### config.mk
export PLATFORM = sky130hd
export DESIGN_NAME = sirq_agent
export DESIGN_NICKNAME = d
export VERILOG_FILES = /design/src/hdl/sirq_pkg.sv /design/src/hdl/sirq_line_capture.sv /design/src/hdl/sirq_agent.sv
export VERILOG_INCLUDE_DIRS = /design/src /design/src/hdl
export SDC_FILE = /design/constraint.sdc
export NUM_CORES = 1
export LEC_CHECK = 0
export ABC_CLOCK_PERIOD_IN_PS = 3600
export BUFFER_PORTS_ARGS = -buffer_cell sky130_fd_sc_hd__buf_4
export CAP_MARGIN = 20
export CELL_PAD_IN_SITES_DETAIL_PLACEMENT = 0
export CELL_PAD_IN_SITES_GLOBAL_PLACEMENT = 1
export CORE_MARGIN = 5
export CORE_UTILIZATION = 45
export CTS_CLUSTER_DIAMETER = 40
export DETAILED_ROUTE_END_ITERATION = 6
export GPL_ROUTABILITY_DRIVEN = 0
export PLACE_DENSITY = 0.79
export SKIP_LAST_GASP = 1
export SLEW_MARGIN = 25
export SYNTH_ARGS = -nofsm -noshare
export SYNTH_HDL_FRONTEND = slang
export SYNTH_SLANG_ARGS = --single-unit
### constraint.sdc
create_clock -name sys_clk -period 3.6 [get_ports sys_clk]
set_input_delay 0.18 -clock sys_clk [delete_from_list [all_inputs] [get_ports sys_clk]]
set_output_delay 0.18 -clock sys_clk [all_outputs]
set_load 0.005 [all_outputs]
### src/hdl/sirq_defs.svh
/*
 serial interrupt wire agent: timing and field constants.
 assumes inclusion by bare name from design files only.
*/
`ifndef SIRQ_DEFS_SVH
`define SIRQ_DEFS_SVH
`define SIRQ_CLK_NS        40
`define SIRQ_FRAME_CLKS    3
`define SIRQ_LAST_FRAME    16
`define SIRQ_MGMT_FRAME    3
`define SIRQ_STOP_QUIET    2
`define SIRQ_STOP_CONT     3
`define SIRQ_START_MIN     4
`define SIRQ_START_MAX     8
`define SIRQ_LAT_CLKS      96
`define SIRQ_LAT_NS        (`SIRQ_LAT_CLKS * `SIRQ_CLK_NS)
`define SIRQ_EN2_SERIAL    6
`define SIRQ_EN2_PIN       7
`endif

### src/hdl/sirq_pkg.sv
/*
 types shared by the serial interrupt agent.
 assumes the defs header is included by the agent, which uses its macros.
*/
package sirq_pkg;
   typedef enum logic [2:0] {
      SIRQ_IDLE,
      SIRQ_START,
      SIRQ_DATA,
      SIRQ_STOPWAIT,
      SIRQ_STOPLOW,
      SIRQ_GAP
   } sirq_state_type;
   typedef enum logic [1:0] {
      SIRQ_PH_SAMPLE,
      SIRQ_PH_RECOVER,
      SIRQ_PH_TURN
   } sirq_phase_type;
endpackage

### src/hdl/sirq_line_capture.sv
/*
 per-line level capture and pending-change flags.
 assumes inputs synchronous to sys_clk.
*/
`timescale 1ns/1ns
module sirq_line_capture
   import sirq_pkg::*;
#(
   parameter int NLINES = 16
) (
   input  wire logic              sys_clk,     // bus clock
   input  wire logic              rstn,        // sync reset, low
   input  wire logic              clk_en,      // freeze when low
   input  wire logic [NLINES-1:0] line_in,     // live request levels
   input  wire logic [NLINES-1:0] report_clr,  // reported in finished cycle
   output logic      [NLINES-1:0] level_ff,    // captured levels
   output logic      [NLINES-1:0] pend_ff      // change not yet reported
);
   ////////////////////////////////////////////////////////////////////
   // capture levels; idle high so no spurious low after reset
   always_ff @(posedge sys_clk) begin
      if (!rstn) begin
         level_ff <= {NLINES{1'b1}};
      end else if (clk_en) begin
         level_ff <= line_in;
      end
   end

   // set wins over clear so an edge in the clearing cycle is kept
   always_ff @(posedge sys_clk) begin
      if (!rstn) begin
         pend_ff <= '0;
      end else if (clk_en) begin
         pend_ff <= (pend_ff & ~report_clr) | (line_in ^ level_ff);
      end
   end
endmodule

### src/hdl/sirq_agent.sv
/*
 device side agent for the serialized interrupt wire.
 assumes wire pin split into in, out and output enable (low = drive),
 with a pull-up outside; all signals synchronous to sys_clk.
*/
`timescale 1ns/1ns
`include "sirq_defs.svh"
module sirq_agent
   import sirq_pkg::*;
#(
   parameter int NFRAMES = `SIRQ_LAST_FRAME,
   parameter int CNTW    = 4
) (
   input  wire logic        sys_clk,                    // bus clock 25 MHz
   input  wire logic        rstn,                       // sync reset, low
   input  wire logic        clk_en,                     // clock enable
   input  wire logic [15:1] irq_level,                  // request lines, low active
   input  wire logic        mgmt_interrupt_frame_source,// mgmt request, low active
   input  wire logic [7:0]  mgmt_enable2,               // mgmt enable register 2
   input  wire logic        sirq_in,                    // wire level
   output logic             sirq_out,                   // wire drive value
   output logic             sirq_oe_n,                  // low = driving
   output logic             mgmt_interrupt_request,     // dedicated mgmt pin
   output logic             quiet_mode                  // sampled mode flag
);
   ////////////////////////////////////////////////////////////////////
   // frame 3 source chooser, used for both serial and pin paths
   function automatic logic mgmt_gated(input logic src, input logic en);
      return en ? src : 1'b1;
   endfunction

   // slots whose sample clock has already been decided in this cycle
   function automatic logic [15:0] slot_mask(input logic [4:0] upto);
      logic [15:0] m;
      m = '0;
      for (int k = 0; k < 16; k++) begin
         m[k] = (5'(k) < upto);
      end
      return m;
   endfunction

   localparam int NL = 16;

   sirq_state_type  state_ff, nxt_state;
   sirq_phase_type  phase_ff, nxt_phase;
   logic [4:0]      frame_ff, nxt_frame;
   logic [CNTW-1:0] low_ff, nxt_low;
   logic            quiet_ff, nxt_quiet;
   logic            drove_ff, nxt_drove;
   logic            out_ff, nxt_out;
   logic            oe_n_ff, nxt_oe_n;
   logic            mgmt_pin_ff;
   logic            sirq_d_ff;
   logic [NL-1:0]   lines;
   logic [NL-1:0]   level;
   logic [NL-1:0]   pend;
   logic [NL-1:0]   rep_clr;
   logic [NL-1:0]   sent_ff;
   logic            want_start;
   logic            rise;
   logic [NL-1:0]   edge_now;

   ////////////////////////////////////////////////////////////////////
   // frame slot map; slot 0 is frame 1 which is never driven
   assign lines[0]     = 1'b1;
   assign lines[1]     = irq_level[1];
   assign lines[2]     = irq_level[2] & mgmt_gated(mgmt_interrupt_frame_source,
                                                   mgmt_enable2[`SIRQ_EN2_SERIAL]);
   assign lines[15:3]  = irq_level[15:3];

   sirq_line_capture #(
      .NLINES (NL)
   ) u_cap (
      .sys_clk    (sys_clk),
      .rstn       (rstn),
      .clk_en     (clk_en),
      .line_in    (lines),
      .report_clr (rep_clr),
      .level_ff   (level),
      .pend_ff    (pend)
   );

   // clear pending only when a full cycle has carried the value
   assign rep_clr = (state_ff == SIRQ_STOPWAIT && sirq_in == 1'b0
                     && state_ff != nxt_state) ? sent_ff : '0;
   assign want_start = |pend;
   assign edge_now   = lines ^ level;
   assign rise       = sirq_in & ~sirq_d_ff;

   ////////////////////////////////////////////////////////////////////
   // wire history for edge detect
   always_ff @(posedge sys_clk) begin
      if (!rstn) begin
         sirq_d_ff <= 1'b1;
      end else if (clk_en) begin
         sirq_d_ff <= sirq_in;
      end
   end

   // dedicated pin path
   always_ff @(posedge sys_clk) begin
      if (!rstn) begin
         mgmt_pin_ff <= 1'b1;
      end else if (clk_en) begin
         mgmt_pin_ff <= mgmt_gated(mgmt_interrupt_frame_source,
                                   mgmt_enable2[`SIRQ_EN2_PIN]);
      end
   end

   ////////////////////////////////////////////////////////////////////
   // cycle sequencer
   always_comb begin
      nxt_state = state_ff;
      nxt_phase = phase_ff;
      nxt_frame = frame_ff;
      nxt_low   = low_ff;
      nxt_quiet = quiet_ff;
      nxt_drove = 1'b0;
      nxt_out   = 1'b1;
      nxt_oe_n  = 1'b1;
      unique case (state_ff)
         SIRQ_IDLE, SIRQ_GAP: begin
            if (!sirq_in) begin
               // someone started; host keeps it low
               nxt_state = SIRQ_START;
            end else if (state_ff == SIRQ_IDLE && quiet_ff && want_start) begin
               nxt_out   = 1'b0;
               nxt_oe_n  = 1'b0;
               nxt_state = SIRQ_START;
            end else if (state_ff == SIRQ_GAP) begin
               nxt_state = SIRQ_IDLE;
            end
            // continuous mode: never drive here
         end
         SIRQ_START: begin
            if (rise) begin
               // rising edge of start pulse = clock 0
               nxt_state = SIRQ_DATA;
               nxt_phase = SIRQ_PH_TURN;
               nxt_frame = 5'd0;
            end
         end
         SIRQ_DATA: begin
            unique case (phase_ff)
               SIRQ_PH_TURN: begin
                  if (frame_ff == 5'(NFRAMES)) begin
                     nxt_state = SIRQ_STOPWAIT;
                  end else begin
                     nxt_phase = SIRQ_PH_SAMPLE;
                     nxt_frame = frame_ff + 5'd1;
                     // drive low in the coming sample clock, 3n-1 after edge
                     if (!level[4'(frame_ff)]) begin
                        nxt_out   = 1'b0;
                        nxt_oe_n  = 1'b0;
                        nxt_drove = 1'b1;
                     end
                  end
               end
               SIRQ_PH_SAMPLE: begin
                  nxt_phase = SIRQ_PH_RECOVER;
                  if (drove_ff) begin
                     nxt_out  = 1'b1;
                     nxt_oe_n = 1'b0;
                  end
               end
               SIRQ_PH_RECOVER: begin
                  nxt_phase = SIRQ_PH_TURN;
               end
               default: begin
                  nxt_phase = SIRQ_PH_TURN;
               end
            endcase
         end
         SIRQ_STOPWAIT: begin
            if (!sirq_in) begin
               nxt_state = SIRQ_STOPLOW;
               nxt_low   = CNTW'(1);
            end
         end
         SIRQ_STOPLOW: begin
            if (sirq_in) begin
               // width picks the next cycle mode
               nxt_quiet = (low_ff == CNTW'(`SIRQ_STOP_QUIET));
               nxt_state = SIRQ_GAP;
            end else if (low_ff != {CNTW{1'b1}}) begin
               nxt_low = low_ff + CNTW'(1);
            end
         end
         default: begin
            nxt_state = SIRQ_IDLE;
         end
      endcase
   end

   // state registers; reset releases wire, continuous mode
   always_ff @(posedge sys_clk) begin
      if (!rstn) begin
         state_ff <= SIRQ_IDLE;
         phase_ff <= SIRQ_PH_TURN;
         frame_ff <= 5'd0;
         low_ff   <= '0;
         quiet_ff <= 1'b0;
         drove_ff <= 1'b0;
         out_ff   <= 1'b1;
         oe_n_ff  <= 1'b1;
      end else if (clk_en) begin
         state_ff <= nxt_state;
         phase_ff <= nxt_phase;
         frame_ff <= nxt_frame;
         low_ff   <= nxt_low;
         quiet_ff <= nxt_quiet;
         drove_ff <= nxt_drove;
         out_ff   <= nxt_out;
         oe_n_ff  <= nxt_oe_n;
      end
   end

   // snapshot of what this cycle carries, so late edges stay pending
   always_ff @(posedge sys_clk) begin
      if (!rstn) begin
         sent_ff <= '0;
      end else if (clk_en) begin
         if (state_ff == SIRQ_START && rise) begin
            sent_ff <= pend;
         end else if (state_ff == SIRQ_DATA) begin
            // a change after its slot was shown must ride the next cycle
            sent_ff <= sent_ff & ~(edge_now & slot_mask((phase_ff == SIRQ_PH_TURN) ?
                                                        frame_ff + 5'd1 : frame_ff));
         end else if (state_ff == SIRQ_STOPWAIT) begin
            sent_ff <= sent_ff & ~edge_now;
         end
      end
   end

   assign sirq_out               = out_ff;
   assign sirq_oe_n              = oe_n_ff;
   assign mgmt_interrupt_request = mgmt_pin_ff;
   assign quiet_mode             = quiet_ff;
endmodule

==> flow_metrics.py <==
metrics = {
    "timing": {
        "setup_tns_ns": 0,
        "setup_viol": 0,
        "slew_headroom_pct": 49.93,
        "min_period_ns": 2.420,
        "worst_slew_pin_slew_ns": 0.7511,
        "maxSlewViolCount": 0,
        "timing.final.ws_setup_ns": 1.180,
        "fmax_mhz": 413.3,
        "finalClockSkew_ns": 0.009051,
        "hold_viol_final": 0,
        "fin_crit_sh_pct": 67.22,
        "grt_setup_unrepaired": "false",
    },
    "logic_synthesis": {
        "syn-num-nets": 459,
        "synth-edff-count": 0,
        "async_flop_share_pct": 0,
        "netlist_area_um2": 3576,
        "ys_types": 58,
        "avgSynthCellArea_um2": 8.375,
        "synth.yosys.seq_area_share_pct": 37.51,
        "synth_seq_cells": 67,
        "synthFlopType": "dfxtp_1",
        "synth_cells": 427,
        "yosysWarnings": 0,
    },
    "finish": {
        "layout_commonest_cell": "dfxtp_1",
        "final_cell_mix": "67 x dfxtp_1, 65 x nand2_1, 45 x nor2_1",
        "area_growth_pct": 12.21,
        "fin_nets": 469,
        "drive_above_1_share_pct": 13.35,
        "antennaDiodeCount": 0,
    },
    "worst_setup_path": {
        "ff2ff_path_depth": 7,
        "critPathCaptureType": "flip-flop",
        "crit_required_ns": 3.86,
        "critPathArrivalTime_ns": 2.68,
        "cp-start-kind": "flip-flop",
        "crit_end": "sent_ff[12]$_SDFFE_PN0P_",
        "r2r-start": "frame_ff[1]$_SDFFE_PN0P_",
        "crit_type": "flip-flop to flip-flop",
        "r2r_setup_slack_ns": 1.18,
        "crit_path_max_fanout": 14,
        "regToRegEndpoint": "sent_ff[12]$_SDFFE_PN0P_",
        "cp-startpoint": "frame_ff[1]$_SDFFE_PN0P_",
    },
    "drt": {
        "via_per_inst": 5.572,
        "drt_iter0_markers": 198,
        "routed_wirelength_um": 8853,
        "drc": 0,
        "num_vias": 3031,
        "ant_nets": 0,
        "dr.pass1.iters": 4,
        "wl_per_cell_um": 16.27,
    },
    "floorplanning": {
        "die_h_um": 99.15,
        "io-pin-count": 32,
        "dieArea_um2": 9830,
        "initial_utilization_pct": 46.28,
        "core-area_um2": 7727,
        "rows": 32,
        "die_w_um": 99.15,
    },
    "global_routing": {
        "grt_usage_pct": 18.77,
        "grt_first_pass_wirelength_um": 14730,
        "antenna_found_initial": 0,
        "grt_pass1_vias": 2917,
        "grt_max_degree": 43,
        "grt_overflow": 0,
    },
    "clock_network": {
        "cts_buffer_depth": 2,
        "root_buffer": "clkbuf_8",
        "numCtsBuffers": 9,
        "clk_pin_slew_worst_paths_ns": 0.08,
        "cts_sinks": 67,
        "clk_latency_ns": 0.35,
        "cts_resized": 0,
        "holdBufCountCts": 0,
        "cts_tree": "done",
        "htreeDepth": 3,
        "post_cts_buffers": 0,
    },
    "flow_run": {
        "drv_cap": 0,
    },
    "pwr": {
        "ir_worst_vdd_uv": 220.0,
        "powerDensity_nw_per_um2": 442.6,
        "leakagePower_nw": 1.479,
    },
    "place": {
        "port_buffers": 25,
        "place_hpwl_um": 6150,
        "post-place-ws_ns": 1.178,
    },
    "worst_hold_path": {
        "hold_depth": 3,
        "hp-class": "input pin to flip-flop",
    },
    "status": {
        "status": "finished clean",
    },
}
worst max-delay path, stage by stage, from the launching register on:
cell      delay, ns
dfxtp_1        0.64
ha_1           0.41
and3_1         0.28
and3_1         0.24
nor2_1         0.06
nor2_1         0.28
o31ai_1        0.15
a311oi_1       0.27
per-stage QoR:
stage | total power [W] | hold WS, ns | util [%] | cell area (µm²) | std cells
floorplan | 0.0009512 | 0.3088 | - | 3576 | 427
global placement | 0.001015 | 0.4122 | 48.72 | 3765 | 528
detailed placement | 0.001018 | 0.4148 | 48.72 | 3765 | 528
CTS | 0.001797 | 0.04042 | 51.93 | 4013 | 544
global route | 0.001857 | 0.02926 | 51.93 | 4013 | 544
finish | 0.001776 | 0.05270 | 51.93 | 4013 | 544
report_power, final:
part           leakage (nW)  switching [W]  internal (W)
clock network         0.120       0.000309      0.000466
registers             0.548      0.0000313      0.000772
logic                 0.811       0.000118     0.0000804
area by class of cell:
cell class | instances | area [µm²]
clock buffers | 9 | 123.9
clock inverters | 7 | 123.9
flip-flops and latches | 67 | 1341
inverters | 8 | 30.03
repair buffers | 28 | 210.2
fillers | 747 | 3715
multi-input cells | 323 | 2056
well taps | 102 | 127.6
worst min path at each step:
| stage | start | to | slack [ns] |
|---|---|---|---|
| 3_3_place_gp | sent_ff[0]$_SDFFE_PN0P_ | u_cap.pend_ff[0]$_SDFFE_PN0P_ | 0.41 |
| 2_1_floorplan | irq_level[13] | u_cap.level_ff[13]$_SDFFE_PN1P_ | 0.31 |
| 6_report | irq_level[12] | u_cap.level_ff[12]$_SDFFE_PN1P_ | 0.05 |
| 5_1_grt | irq_level[12] | u_cap.level_ff[12]$_SDFFE_PN1P_ | 0.03 |
| 3_5_place_dp | irq_level[12] | u_cap.level_ff[12]$_SDFFE_PN1P_ | 0.41 |
| 4_1_cts | irq_level[12] | u_cap.level_ff[12]$_SDFFE_PN1P_ | 0.04 |
synthesized netlist by cell type (all sizes together) (2+ instances only):
master	n	area share [%]
nand3b	4	0.84
xor2	19	4.7
nor3b	4	0.84
a21oi	22	3.4
a311oi	8	2.0
dfxtp	67	38
a22oi	13	2.7
buf	15	2.7
ha	4	1.4
nand2	65	6.8
mux4	2	1.4
clkbuf	14	1.5
nor3	6	1.3
nand3	11	1.5
a211oi	4	0.84
nor2b	6	1.0
o21ai	18	2.6
a31oi	6	1.0
a2111oi	2	0.49
nand4	6	1.0
a32oi	2	0.49
mux2i	27	7.6
o31ai	2	0.42
nor2	47	5.1
inv	8	0.84
nor4	6	1.0
mux2	2	0.63
a21o	3	0.63
o211ai	4	0.84
and2	2	0.35
nand2b	6	1.3
and3	5	0.91
a2bb2oi	3	0.73
sequential cells by signal, indices dropped and copies added (netlist names):
register and flops:
sirq_out 1, sirq_d_ff 1, u_cap.pend_ff 16, sent_ff 16, low_ff 4, quiet_mode 1
phase_ff 2, mgmt_interrupt_request 1, u_cap.level_ff 15, sirq_oe_n 1, state_ff 3, frame_ff 5
drove_ff 1
layer usage:
layer / wire [µm] / global-route usage, % / share of wire [%]
met1: 4283 / 25.47 / 48
met2: 4010 / 29.08 / 45
met5: 0 / 0 / 0
met3: 409 / 5.610 / 4.6
met4: 149 / 5.147 / 1.7
cells by family after synthesis:
logic type                 Yosys count  synth area share [%]
DFF                                 67                 37.51
and+or+nand+nor                    173                 23.48
xor gates and xnor gates            20                 4.899
adders and majority gates            4                 1.400
AOI/OAI and AO/OA                   95                 18.16
muxes                               31                 9.552
buffers and inverters               37                 5.003
Note: power is estimated with default switching activity, not from simulation.
